==> config.mk <==
export PLATFORM = sky130hd
export DESIGN_NAME = arc_regs
export DESIGN_NICKNAME = d
export VERILOG_FILES = /design/src/arc_pkg.sv /design/src/arc_regs.sv
export SDC_FILE = /design/constraint.sdc
export NUM_CORES = 1
export LEC_CHECK = 0
export BUFFER_PORTS_ARGS = -buffer_cell sky130_fd_sc_hd__buf_2
export CAP_MARGIN = 20
export CELL_PAD_IN_SITES_DETAIL_PLACEMENT = 0
export CELL_PAD_IN_SITES_GLOBAL_PLACEMENT = 2
export CORE_ASPECT_RATIO = 0.8
export CORE_MARGIN = 3
export CORE_UTILIZATION = 28
export DETAILED_ROUTE_END_ITERATION = 10
export GPL_ROUTABILITY_DRIVEN = 1
export PLACE_DENSITY = 0.66
export SLEW_MARGIN = 5
export SYNTH_ARGS = -nofsm -noshare
export SYNTH_HDL_FRONTEND = slang
export SYNTH_SLANG_ARGS = --single-unit
==> constraint.sdc <==
create_clock -name ref_clk_i -period 1.4 [get_ports ref_clk_i]
set_input_delay 0.07 -clock ref_clk_i [delete_from_list [all_inputs] [get_ports ref_clk_i]]
set_output_delay 0.07 -clock ref_clk_i [all_outputs]
set_load 0.01 [all_outputs]
==> src/arc_pkg.sv <==
// Purpose: constants and carrier types for the general configuration register bank
// Assumes: byte-wide registers on a plain strobe port
// Notes: offsets are byte addresses; the general window is C0h to CCh, control registers sit at D0h to D2h
package arc_pkg;
	localparam logic [7:0] ARC_WIN_LO = 8'hC0;
	localparam logic [7:0] ARC_WIN_HI = 8'hCC;
	localparam logic [7:0] ARC_OFF_STAT = 8'hC0;
	localparam logic [7:0] ARC_OFF_MASK = 8'hC1;
	localparam logic [7:0] ARC_OFF_GENERAL_CONFIG_REG = 8'hC2;
	localparam logic [7:0] ARC_OFF_AUX_PIN_CONFIG = 8'hC3;
	localparam logic [7:0] ARC_OFF_AOE = 8'hC4;
	localparam logic [7:0] ARC_OFF_AVAL = 8'hC5;
	localparam logic [7:0] ARC_OFF_SIN1 = 8'hC6;
	localparam logic [7:0] ARC_OFF_SIN2 = 8'hC7;
	localparam logic [7:0] ARC_OFF_SOUT1 = 8'hC8;
	localparam logic [7:0] ARC_OFF_SOUT2 = 8'hC9;
	localparam logic [7:0] ARC_OFF_SERIAL_PORT_CONFIG = 8'hCA;
	localparam logic [7:0] ARC_OFF_STROBE_CONFIG = 8'hCB;
	localparam logic [7:0] ARC_OFF_TIM2 = 8'hCC;
	// control registers outside the general window
	localparam logic [7:0] ARC_OFF_CTRL = 8'hD0;
	localparam logic [7:0] ARC_OFF_DTIM = 8'hD1;
	localparam logic [7:0] ARC_OFF_DMODE = 8'hD2;
	localparam logic [7:0] ARC_RST_ZERO = 8'h00;
	localparam logic [7:0] ARC_RST_MASK = 8'hC0;
	localparam logic [7:0] ARC_RST_AOE = 8'hFC;
	localparam logic [7:0] ARC_AUX_MASK = 8'hFC;
	// ctrl bit positions
	localparam int ARC_CB_PDN = 0;
	localparam int ARC_CB_TSF = 1;
	localparam int ARC_CB_RSS = 2;
	localparam int ARC_CB_SPU = 3;
	localparam int ARC_CB_TERM = 4;
	localparam int ARC_DM_TMD = 0;
	// stat bits 7/6 are the external irq inputs 1/0
	localparam int ARC_ST_EXT0 = 6;
	localparam int ARC_ST_EXT1 = 7;
	localparam int ARC_AUX_PIN_CONFIG_EL0 = 0;

	typedef struct packed {
		logic [7:0] addr;
		logic [7:0] wdata;
		logic wr;
		logic rd;
	} arc_req_t;

	typedef struct packed {
		logic [7:0] stat;
		logic [7:0] mask;
		logic [7:0] general_config_reg;
		logic [7:0] aux_pin_config;
		logic [7:0] aux_output_enable;
		logic [7:0] aval;
		logic [7:0] sin1;
		logic [7:0] sin2;
		logic [7:0] sout1;
		logic [7:0] sout2;
		logic [7:0] serial_port_config;
		logic [7:0] strobe_config;
		logic [7:0] tim2;
		logic [7:0] ctrl;
		logic [7:0] dtim;
		logic [7:0] dmode;
		logic [7:0] rdata;
		logic [1:0] ext_prev;
	} arc_state_t;
endpackage

==> src/arc_regs.sv <==
// Purpose: reset defaults, decode and retention of the general configuration bank
// Assumes: one clock, synchronous active-high reset, strobes one cycle long
// Notes: power-down gates event capture, the interrupt output and the internal clock enable; host writes still land
//
// Behaviour
// - general registers decode inside window C0h to CCh only.
// - general config register resets to 00.
// - top interrupt status resets 00, mask resets C0.
// - aux pin config resets to 00, open drain, low-level inputs.
// - aux output enable resets FC, aux output value resets 00.
// - both serial input slot registers reset to 00.
// - both serial output slot registers reset to 00.
// - serial port config resets to 00.
// - strobe config resets to 00.
// - second timer register resets to 00.
// - power-down switching keeps all register contents and state.
// - power-down stops internal activity and forwards no interrupts.
// - with terminal functions enabled, reset source select enables reset output.
// - D-channel timer register meaning follows the timer mode bit.
// - upstream pull in terminal mode drives upstream data line low.
//
// Chosen here: the placing of the registers and the strobed register port.
`timescale 1ns/1ps
module arc_regs
	import arc_pkg::*;
(
	// clock and reset
	input wire logic ref_clk_i,
	input wire logic rst_i,
	// register port
	input wire logic [7:0] addr_i,
	input wire logic [7:0] wdata_i,
	input wire logic wr_i,
	input wire logic rd_i,
	output logic [7:0] rdata_o,
	// events and wake sources
	input wire logic [1:0] external_irq_inputs_i,
	input wire logic wake_i,
	input wire logic watchdog_i,
	// aux pins 7..2 (bits 1..0 unused, tied low)
	input wire logic [7:0] aux_i,
	output logic [7:0] aux_o,
	output logic [7:0] aux_oe_o,
	// upstream data line pull
	output logic upstream_data_line_o,
	output logic upstream_data_line_oe_o,
	// status outputs
	output logic hw_reset_o,
	output logic internal_clk_en_o,
	output logic irq_o,
	output logic [7:0] cfg_general_o,
	output logic [7:0] dchan_timer_o,
	output logic timer_internal_o
);

	////////////////////////////////////////////////////////////////////////////
	arc_state_t r;
	arc_state_t next_r;
	arc_req_t req;
	logic in_win;
	logic pdn;
	logic [1:0] ext_lvl;
	logic [1:0] ext_hit;

	assign req = '{addr: addr_i, wdata: wdata_i, wr: wr_i, rd: rd_i};
	assign in_win = (req.addr >= ARC_WIN_LO) && (req.addr <= ARC_WIN_HI);
	assign pdn = r.ctrl[ARC_CB_PDN];

	// inputs are active low; level mode sees the low level, edge mode a falling edge
	genvar gi;
	generate
		for (gi = 0; gi < 2; gi++) begin : g_ext
			assign ext_lvl[gi] = ~external_irq_inputs_i[gi];
			assign ext_hit[gi] = r.aux_pin_config[ARC_AUX_PIN_CONFIG_EL0 + gi] ?
				(r.ext_prev[gi] & ~external_irq_inputs_i[gi]) : ext_lvl[gi];
		end
	endgenerate

	////////////////////////////////////////////////////////////////////////////
	always_comb begin
		logic [7:0] ev;
		ev = 8'h00;
		next_r = r;
		next_r.rdata = 8'h00;
		next_r.ext_prev = external_irq_inputs_i;
		// no event capture while clocks are gated
		if (!pdn) begin
			ev[ARC_ST_EXT0] = ext_hit[0];
			ev[ARC_ST_EXT1] = ext_hit[1];
		end
		if (req.rd) begin
			if (req.addr == ARC_OFF_STAT) begin
				next_r.rdata = r.stat;
			end else if (req.addr == ARC_OFF_MASK) begin
				next_r.rdata = r.mask;
			end else if (req.addr == ARC_OFF_GENERAL_CONFIG_REG) begin
				next_r.rdata = r.general_config_reg;
			end else if (req.addr == ARC_OFF_AUX_PIN_CONFIG) begin
				next_r.rdata = r.aux_pin_config;
			end else if (req.addr == ARC_OFF_AOE) begin
				next_r.rdata = r.aux_output_enable;
			end else if (req.addr == ARC_OFF_AVAL) begin
				next_r.rdata = (aux_i & ARC_AUX_MASK);
			end else if (req.addr == ARC_OFF_SIN1) begin
				next_r.rdata = r.sin1;
			end else if (req.addr == ARC_OFF_SIN2) begin
				next_r.rdata = r.sin2;
			end else if (req.addr == ARC_OFF_SOUT1) begin
				next_r.rdata = r.sout1;
			end else if (req.addr == ARC_OFF_SOUT2) begin
				next_r.rdata = r.sout2;
			end else if (req.addr == ARC_OFF_SERIAL_PORT_CONFIG) begin
				next_r.rdata = r.serial_port_config;
			end else if (req.addr == ARC_OFF_STROBE_CONFIG) begin
				next_r.rdata = r.strobe_config;
			end else if (req.addr == ARC_OFF_TIM2) begin
				next_r.rdata = r.tim2;
			end else if (req.addr == ARC_OFF_CTRL) begin
				next_r.rdata = r.ctrl;
			end else if (req.addr == ARC_OFF_DTIM) begin
				next_r.rdata = r.dtim;
			end else if (req.addr == ARC_OFF_DMODE) begin
				next_r.rdata = r.dmode;
			end else begin
				next_r.rdata = 8'h00;
			end
		end
		// writes only touch the addressed register; pdn changes nothing else
		if (req.wr) begin
			if (in_win && req.addr == ARC_OFF_STAT) begin
				next_r.stat = r.stat & ~req.wdata;
			end else if (in_win && req.addr == ARC_OFF_MASK) begin
				next_r.mask = req.wdata;
			end else if (in_win && req.addr == ARC_OFF_GENERAL_CONFIG_REG) begin
				next_r.general_config_reg = req.wdata;
			end else if (in_win && req.addr == ARC_OFF_AUX_PIN_CONFIG) begin
				next_r.aux_pin_config = req.wdata;
			end else if (in_win && req.addr == ARC_OFF_AOE) begin
				next_r.aux_output_enable = req.wdata & ARC_AUX_MASK;
			end else if (in_win && req.addr == ARC_OFF_AVAL) begin
				next_r.aval = req.wdata & ARC_AUX_MASK;
			end else if (in_win && req.addr == ARC_OFF_SIN1) begin
				next_r.sin1 = req.wdata;
			end else if (in_win && req.addr == ARC_OFF_SIN2) begin
				next_r.sin2 = req.wdata;
			end else if (in_win && req.addr == ARC_OFF_SOUT1) begin
				next_r.sout1 = req.wdata;
			end else if (in_win && req.addr == ARC_OFF_SOUT2) begin
				next_r.sout2 = req.wdata;
			end else if (in_win && req.addr == ARC_OFF_SERIAL_PORT_CONFIG) begin
				next_r.serial_port_config = req.wdata;
			end else if (in_win && req.addr == ARC_OFF_STROBE_CONFIG) begin
				next_r.strobe_config = req.wdata;
			end else if (in_win && req.addr == ARC_OFF_TIM2) begin
				next_r.tim2 = req.wdata;
			end else if (req.addr == ARC_OFF_CTRL) begin
				next_r.ctrl = req.wdata;
			end else if (req.addr == ARC_OFF_DTIM) begin
				next_r.dtim = req.wdata;
			end else if (req.addr == ARC_OFF_DMODE) begin
				next_r.dmode = req.wdata;
			end
		end
		// set wins over a same-cycle write-one clear
		next_r.stat = next_r.stat | ev;
	end

	////////////////////////////////////////////////////////////////////////////
	always_ff @(posedge ref_clk_i) begin
		if (rst_i) begin
			// defaults held until the host writes, except stat, which also sets on captured events
			r.general_config_reg <= ARC_RST_ZERO;
			r.stat <= ARC_RST_ZERO;
			r.mask <= ARC_RST_MASK;
			r.aux_pin_config <= ARC_RST_ZERO;
			r.aux_output_enable <= ARC_RST_AOE;
			r.aval <= ARC_RST_ZERO;
			r.sin1 <= ARC_RST_ZERO;
			r.sin2 <= ARC_RST_ZERO;
			r.sout1 <= ARC_RST_ZERO;
			r.sout2 <= ARC_RST_ZERO;
			r.serial_port_config <= ARC_RST_ZERO;
			r.strobe_config <= ARC_RST_ZERO;
			r.tim2 <= ARC_RST_ZERO;
			r.ctrl <= ARC_RST_ZERO;
			r.dtim <= ARC_RST_ZERO;
			r.dmode <= ARC_RST_ZERO;
			r.rdata <= ARC_RST_ZERO;
			r.ext_prev <= 2'b11;
		end else begin
			r <= next_r;
		end
	end

	////////////////////////////////////////////////////////////////////////////
	assign rdata_o = r.rdata;
	// aoe bit high means input, so the driver is enabled where it is low
	assign aux_oe_o = ~r.aux_output_enable & ARC_AUX_MASK;
	assign aux_o = r.aval & ~r.aux_output_enable & ARC_AUX_MASK;
	assign upstream_data_line_oe_o = r.ctrl[ARC_CB_SPU] & r.ctrl[ARC_CB_TERM];
	assign upstream_data_line_o = 1'b0;
	// reset sources gated by terminal enable
	assign hw_reset_o = r.ctrl[ARC_CB_TSF] & r.ctrl[ARC_CB_RSS] & (wake_i | watchdog_i);
	// clocks gated and interrupt withheld in power-down
	assign internal_clk_en_o = ~pdn;
	assign irq_o = ~pdn & (|(r.stat & ~r.mask));
	assign cfg_general_o = r.general_config_reg;
	// timer register meaning by mode bit
	assign dchan_timer_o = r.dtim;
	assign timer_internal_o = r.dmode[ARC_DM_TMD];
endmodule

## Yosys cells after proc, flatten, opt, wreduce, memory -nomap -nowiden

Index checks and enable logic that the tools add are counted.

| word-level totals | value |
|---|---|
| bits of input ports | 32 |
| word-level logic and storage cells | 151 |
| output and inout bits | 46 |
| bits in registers | 134 |

| cells by class | value |
|---|---|
| muxes and demuxes | 51 |
| bitwise operators | 33 |
| reductions and logical operators | 31 |
| order comparisons | 2 |
| equal/unequal tests | 16 |

Operators with widths:

| operator | count |
|---|---|
| $mux W8 | 33 |
| $eq A8 B8 Y1 const B | 16 |
| $mux W128 | 1 |
| $mux W120 | 1 |
| $mux W112 | 1 |
| $mux W104 | 1 |
| $mux W96 | 1 |
| $mux W88 | 1 |
| $mux W80 | 1 |
| $mux W72 | 1 |
| $mux W64 | 1 |
| $mux W56 | 1 |
| $mux W48 | 1 |
| $mux W40 | 1 |
| $mux W32 | 1 |
| $and A8 B8 Y8 | 3 |
| $mux W24 | 1 |
| $not A8 Y8 | 3 |
| $not A1 Y1 | 19 |
| $reduce_and A17 Y1 | 1 |
| $mux W16 | 1 |
| $reduce_and A16 Y1 | 1 |
| $reduce_and A15 Y1 | 1 |
| $logic_and A1 B1 Y1 | 14 |
| 21 further kinds | 27 |

## Depth between registers and ports, before layout

| logic depth | value |
|---|---|
| word-level depth | 19 |
| depth in mapped cells | 8 |
| gate-level depth less buffers | 5 |

## Least setup slack after synthesis

OpenSTA, ideal clock, no wires.

| timing | value |
|---|---|
| path type | in2reg |
| from | in addr_i[1] |
| to | reg r (netlist bit rdata_o[4]) |
| data arrival time | 1.253 ns |
| buffers on the path | 2 |
| setup time | 0.119 ns |
| cell stages on the path | 7 |
| setup slack | 0.028 ns |
| data required time | 1.281 ns |
| path through | buf_2 -> buf_6 -> or3b_2 -> a21oi_1 -> o211ai_1 -> a31oi_1 -> a21oi_1 |

| on the way | value |
|---|---|
| cells in the longest elaborated chain, start to end | 17 |
| elaborated cells on any way between the ends | 32 |
| those cells by class | eq/ne (16); mux (16) |

RTL lines:

| item | line | RTL |
|---|---|---|
| start: declaration | arc_regs.sv:31 | `input wire logic [7:0] addr_i,` |
| $eq A8 B8 Y1 | arc_regs.sv:122 | `end else if (req.addr == ARC_OFF_DMODE) begin` |
| $mux W8 | arc_regs.sv:122 |  |
| $mux W8 | arc_regs.sv:120 | `end else if (req.addr == ARC_OFF_DTIM) begin` |
| $mux W8 | arc_regs.sv:118 | `end else if (req.addr == ARC_OFF_CTRL) begin` |
| $mux W8 | arc_regs.sv:116 | `end else if (req.addr == ARC_OFF_TIM2) begin` |
| $mux W8 | arc_regs.sv:114 | `end else if (req.addr == ARC_OFF_STROBE_CONFIG) begin` |
| $mux W8 | arc_regs.sv:112 | `end else if (req.addr == ARC_OFF_SERIAL_PORT_CONFIG) begin` |
| $mux W8 | arc_regs.sv:110 | `end else if (req.addr == ARC_OFF_SOUT2) begin` |
| $mux W8 | arc_regs.sv:108 | `end else if (req.addr == ARC_OFF_SOUT1) begin` |
| $mux W8 | arc_regs.sv:106 | `end else if (req.addr == ARC_OFF_SIN2) begin` |
| $mux W8 | arc_regs.sv:104 | `end else if (req.addr == ARC_OFF_SIN1) begin` |
| $mux W8 | arc_regs.sv:102 | `end else if (req.addr == ARC_OFF_AVAL) begin` |
| $mux W8 | arc_regs.sv:100 | `end else if (req.addr == ARC_OFF_AOE) begin` |
| $mux W8 | arc_regs.sv:98 | `end else if (req.addr == ARC_OFF_AUX_PIN_CONFIG) begin` |
| $mux W8 | arc_regs.sv:96 | `end else if (req.addr == ARC_OFF_GENERAL_CONFIG_REG) begin` |
| $mux W8 | arc_regs.sv:94 | `end else if (req.addr == ARC_OFF_MASK) begin` |
| $mux W8 * | arc_regs.sv:92 | `if (req.addr == ARC_OFF_STAT) begin` |
| end signal: assignment | arc_regs.sv:191 | `r <= next_r;` |
| end: declaration | arc_regs.sv:57 | `arc_state_t r;` |

Mark *: on every way between the ends. The rest lies on a longest branch, timed or not.
A chain may end at the register's enable or synchronous reset.

## Final worst setup path

| timing | value |
|---|---|
| from | reg r[128] (netlist name) |
| to | out irq_o |

| on the way | value |
|---|---|
| cells in the longest elaborated chain, start to end | 4 |

RTL lines:

| item | line | RTL |
|---|---|---|
| $not A8 Y8 | arc_regs.sv:206 | `assign irq_o = ~pdn & (\|(r.stat & ~r.mask));` |
| $and A8 B8 Y8 | arc_regs.sv:206 |  |
| $reduce_or A8 Y1 | arc_regs.sv:206 |  |
| $and A1 B1 Y1 | arc_regs.sv:206 |  |
| end: declaration | arc_regs.sv:50 | `output logic irq_o,` |

No other way between the ends.

==> key figures <==
Finish
  – Layout cells sized above 1: 0.3100
  – Antenna diode count: 0
  – Cell Count, Final, Fillers Out: between 1k and 1.5k
  – P&R area growth vs syn: 30.22%
  – Final net count: about 930

Pwr
  – Pint: roughly 6.6 mW
  – Seq pwr share: 0.429
  – Combinational Power Share: 0.084
  – Switch Pwr: between 2 and 2.5 mW
  – Leak: roughly 4 nW
  – Clk pwr share: 0.487
  – Peak supply drop: approximately 0.8 mV
  – PwrDens: about 1000 nW/µm²
  – Sw Ratio: 0.2600

Setup path
  – WP data arrival: 1.44 ns
  – CP delay by family, top: flip-flops
  – Crit-path cells: o22ai_4, nor4_4, nor2_1, buf_2
  – Critical path class: reg -> out
  – Critical path startpoint category: register
  – Reg-to-reg slack, setup: -0.09 ns
  – Max stage delay cell, worst path: dfxtp_2
  – Critical path capture point type: output pin
  – Largest incremental delay on the critical path: 0.39 ns
  – Worst Path Required: 1.33 ns
  – Worst R2R End: rdata_o[2]$_SDFF_PP0_
  – Crit path max fanout: 3
  – WP buf/inv: 1
  – Worst reg-to-reg path cell count: 5
  – Worst r2r src: r[100]$_SDFFE_PP1P_

Synthesis
  – Distinct cells, synth: a little over 60
  – Synthesized instance count: about 770
  – Main flop type after synthesis: dfxtp_1
  – Sequential cell area fraction in the yosys report: 0.3979
  – Area leader, netlist: dfxtp_1
  – Largest cells by area after synthesis: dfxtp_1, mux2i_1, nor2_1
  – Ys Warns: 0
  – EDFF count, synth: 0
  – Cell area after synthesis: roughly 6700 µm²
  – Asr flop ratio synth: 0
  – FF+latch count, synth: 134
  – Syn Area/Cell: between 8 and 9 µm²
  – Synth top area share: 0.3979

Clock network
  – CTS tree: done
  – Worst skew pair latency: 0.43 ns
  – CTS Sinks: around 130
  – Longest Clk Path Bufs: 2
  – Worst-path clk slew: 0.06 ns
  – H-tree depth: 4
  – Root buffer selected by CTS: clkbuf_16
  – CTS Buf Count: 17

Timing
  – RSZ-0062 raised after global routing: yes
  – Worst setup margin: -0.1122 ns
  – Final hold vios: 0
  – Final Skew: 0.009838 ns
  – Slew margin rel.: 0.6221
  – Fin crit period: 1.512 ns
  – Final Slew Violations: 0
  – Period utilisation layout: 1.080
  – Worst Max-Slew Pin Slew: roughly 0.57 ns
  – Setup Viol. Count Final: 3
  – Fmax: 661.3 MHz

Global route
  – Global-route wire length before repair: 38250 µm
  – GRT Overall Usage: 0.1937
  – Total gr overflow: 0
  – Pin count of the biggest net entering global routing: between 100 and 150
  – Antenna violations before repair: 0
  – Vias in the first global route: roughly 6.2k

Placement
  – Port bufs: 70
  – Worst slack at placement: -0.3431 ns
  – Final GP Congestion: around 0.92
  – Cell total after placement: between 1k and 1.5k
  – Post-DP HPWL: approximately 18000 µm

Route
  – DR vias/cell: 5.006
  – Pre-antenna DRT Iters: 5
  – DRT Wirelength: between 20000 and 25000 µm
  – Drt drc: 0
  – Post-route ant nets: 0
  – DR vias: between 6k and 7k
  – Average wire per standard cell: slightly above 20 µm
  – 1st-iter DRT viols: between 400 and 500

Die
  – Die Span X: about 180 µm
  – Die height: approximately 140 µm
  – Die area: roughly 26000 µm²
  – Row cnt: 50
  – # IOs: 78
  – Initial Utilization: 0.2866
  – Core area: between 20000 and 25000 µm²

Min path
  – Worst Hold Launch: wdata_i[7]
  – Hold depth: 3
  – Hold/Removal Path Class: in -> reg
  – Worst hold endpoint: r[129]$_SDFFE_PP1P_

Run
  – Total of max-cap violations: 0

Status
  – Failing checks: setup timing
  – Status: finished with violations
==> final cells by class <==
cell class	instances	area, µm²
timing repair buffer	188	1398
clock buffer	19	442.9
sequential	134	2704
multi-input combinational	537	3633
clock inverter	13	125.1
inverter	22	85.08
fill	2469	14740
tap	312	390.4
==> state kept, by name, summed over array words and instances, names as in the netlist <==
name              cells
rdata_o               8
pdn                   1
dchan_timer_o         8
cfg_general_o         8
timer_internal_o      1
r                   108
==> worst max-delay path by stage <==
stage / cells past startpoint / endpoint / from
after floorplan: 7 / rdata_o[4]$_SDFF_PP0_ / addr_i[1]
after global placement: 8 / rdata_o[5]$_SDFF_PP0_ / addr_i[0]
after detailed placement: 8 / rdata_o[5]$_SDFF_PP0_ / addr_i[0]
after CTS: 4 / irq_o / r[126]$_SDFFE_PP0P_
after global routing: 5 / irq_o / r[133]$_SDFFE_PP0P_
final: 4 / irq_o / r[128]$_SDFFE_PP1P_
==> Yosys cell counts, types with 2 or more instances <==
cell type    n
o21a_1       3
o221ai_1     2
and3b_1      2
a22oi_1      3
or3b_2       2
nor2_8       2
nand3_1      8
nor3_1       5
inv_1       21
mux2_2       8
nand2_2      3
o21ai_0     34
a211oi_1    10
dfxtp_1    134
a22o_1       2
a21o_1       2
mux2i_1    110
nor2_1     116
nor2_4       5
o22ai_1     11
or2_2        3
and3_1       2
buf_4       32
buf_2       19
a31oi_1      3
a32o_1       2
nand3_2      6
buf_6        3
nand2_1     54
o32ai_1      4
o2bb2ai_1    9
a221o_1      4
a2111oi_0    3
a221oi_1     2
nor2b_1     14
nand2b_1     8
a21oi_1     55
o211ai_1    13
and2_1       3
clkbuf_1    25
==> cells in the final DEF (no fill, tap or decap), types with 8 or more instances in the layout <==
cell type    n
buf_4      104
dfxtp_2      8
o211ai_1    13
buf_12      12
nand2_1     54
a21oi_1     55
buf_2       69
nor2b_1     13
dfxtp_1    123
nand3_1      8
clkbuf_16   17
o2bb2ai_1    9
inv_1       14
mux2i_1    108
nand2b_1     8
o21ai_0     32
nor2_1     116
a211oi_1     9
==> timing repair <==
item | in CTS | in global routing
pin swaps | 3 | 10
hold buffers | 2 | 0
endpoints found under the hold margin | 4 | 0
buffers inserted | 4 | 3
endpoints found under the setup margin | 2 | 8
gates resized for setup | 21 | 24
==> metrics by stage <==
stage | hold slack [ns] | area (µm²) | util | TNS, ns | total power [mW]
2_1_floorplan | 0.1766 | 6756 | - | 0 | 4.281
3_3_place_gp | 0.2828 | 8035 | 0.3416 | -21.66 | 4.645
3_5_place_dp | 0.2836 | 8035 | 0.3416 | -24.88 | 4.645
4_1_cts | 0.004512 | 8693 | 0.3696 | -0.2004 | 9.029
5_1_grt | 0.004450 | 8778 | 0.3732 | -0.4108 | 9.248
6_report | 0.01325 | 8778 | 0.3732 | -0.2684 | 8.923
==> worst min-delay path, stage by stage <==
cell and delay [ns]:
buf_2 0.17, nand2_1 0.08, nand3_1 0.07
==> cell families after synthesis <==
kind of cell,Yosys count,share of synthesized area
simple gates,246,0.1845
buf+inv,101,0.08092
flops,134,0.3979
compound gates,168,0.1594
mux,118,0.1767
other cells,1,0.0005563
==> layer usage <==
layer | GRT usage | vias up | share of wire
met5 | 0 | - | 0
met4 | 0.05736 | 0 | 0.014
li1 | - | 2943 | -
met1 | 0.2743 | 2980 | 0.50
met3 | 0.04573 | 23 | 0.054
met2 | 0.2948 | 186 | 0.43
==> power by group through the flow <==
stage	registers, mW	clock network, mW	logic, mW
floorplan	3.91	0	0.367
global placement	3.92	0	0.726
detailed placement	3.92	0	0.726
CTS	3.83	4.46	0.735
global route	3.83	4.61	0.805
finish	3.83	4.34	0.747
(Power assumes the default switching activity.)
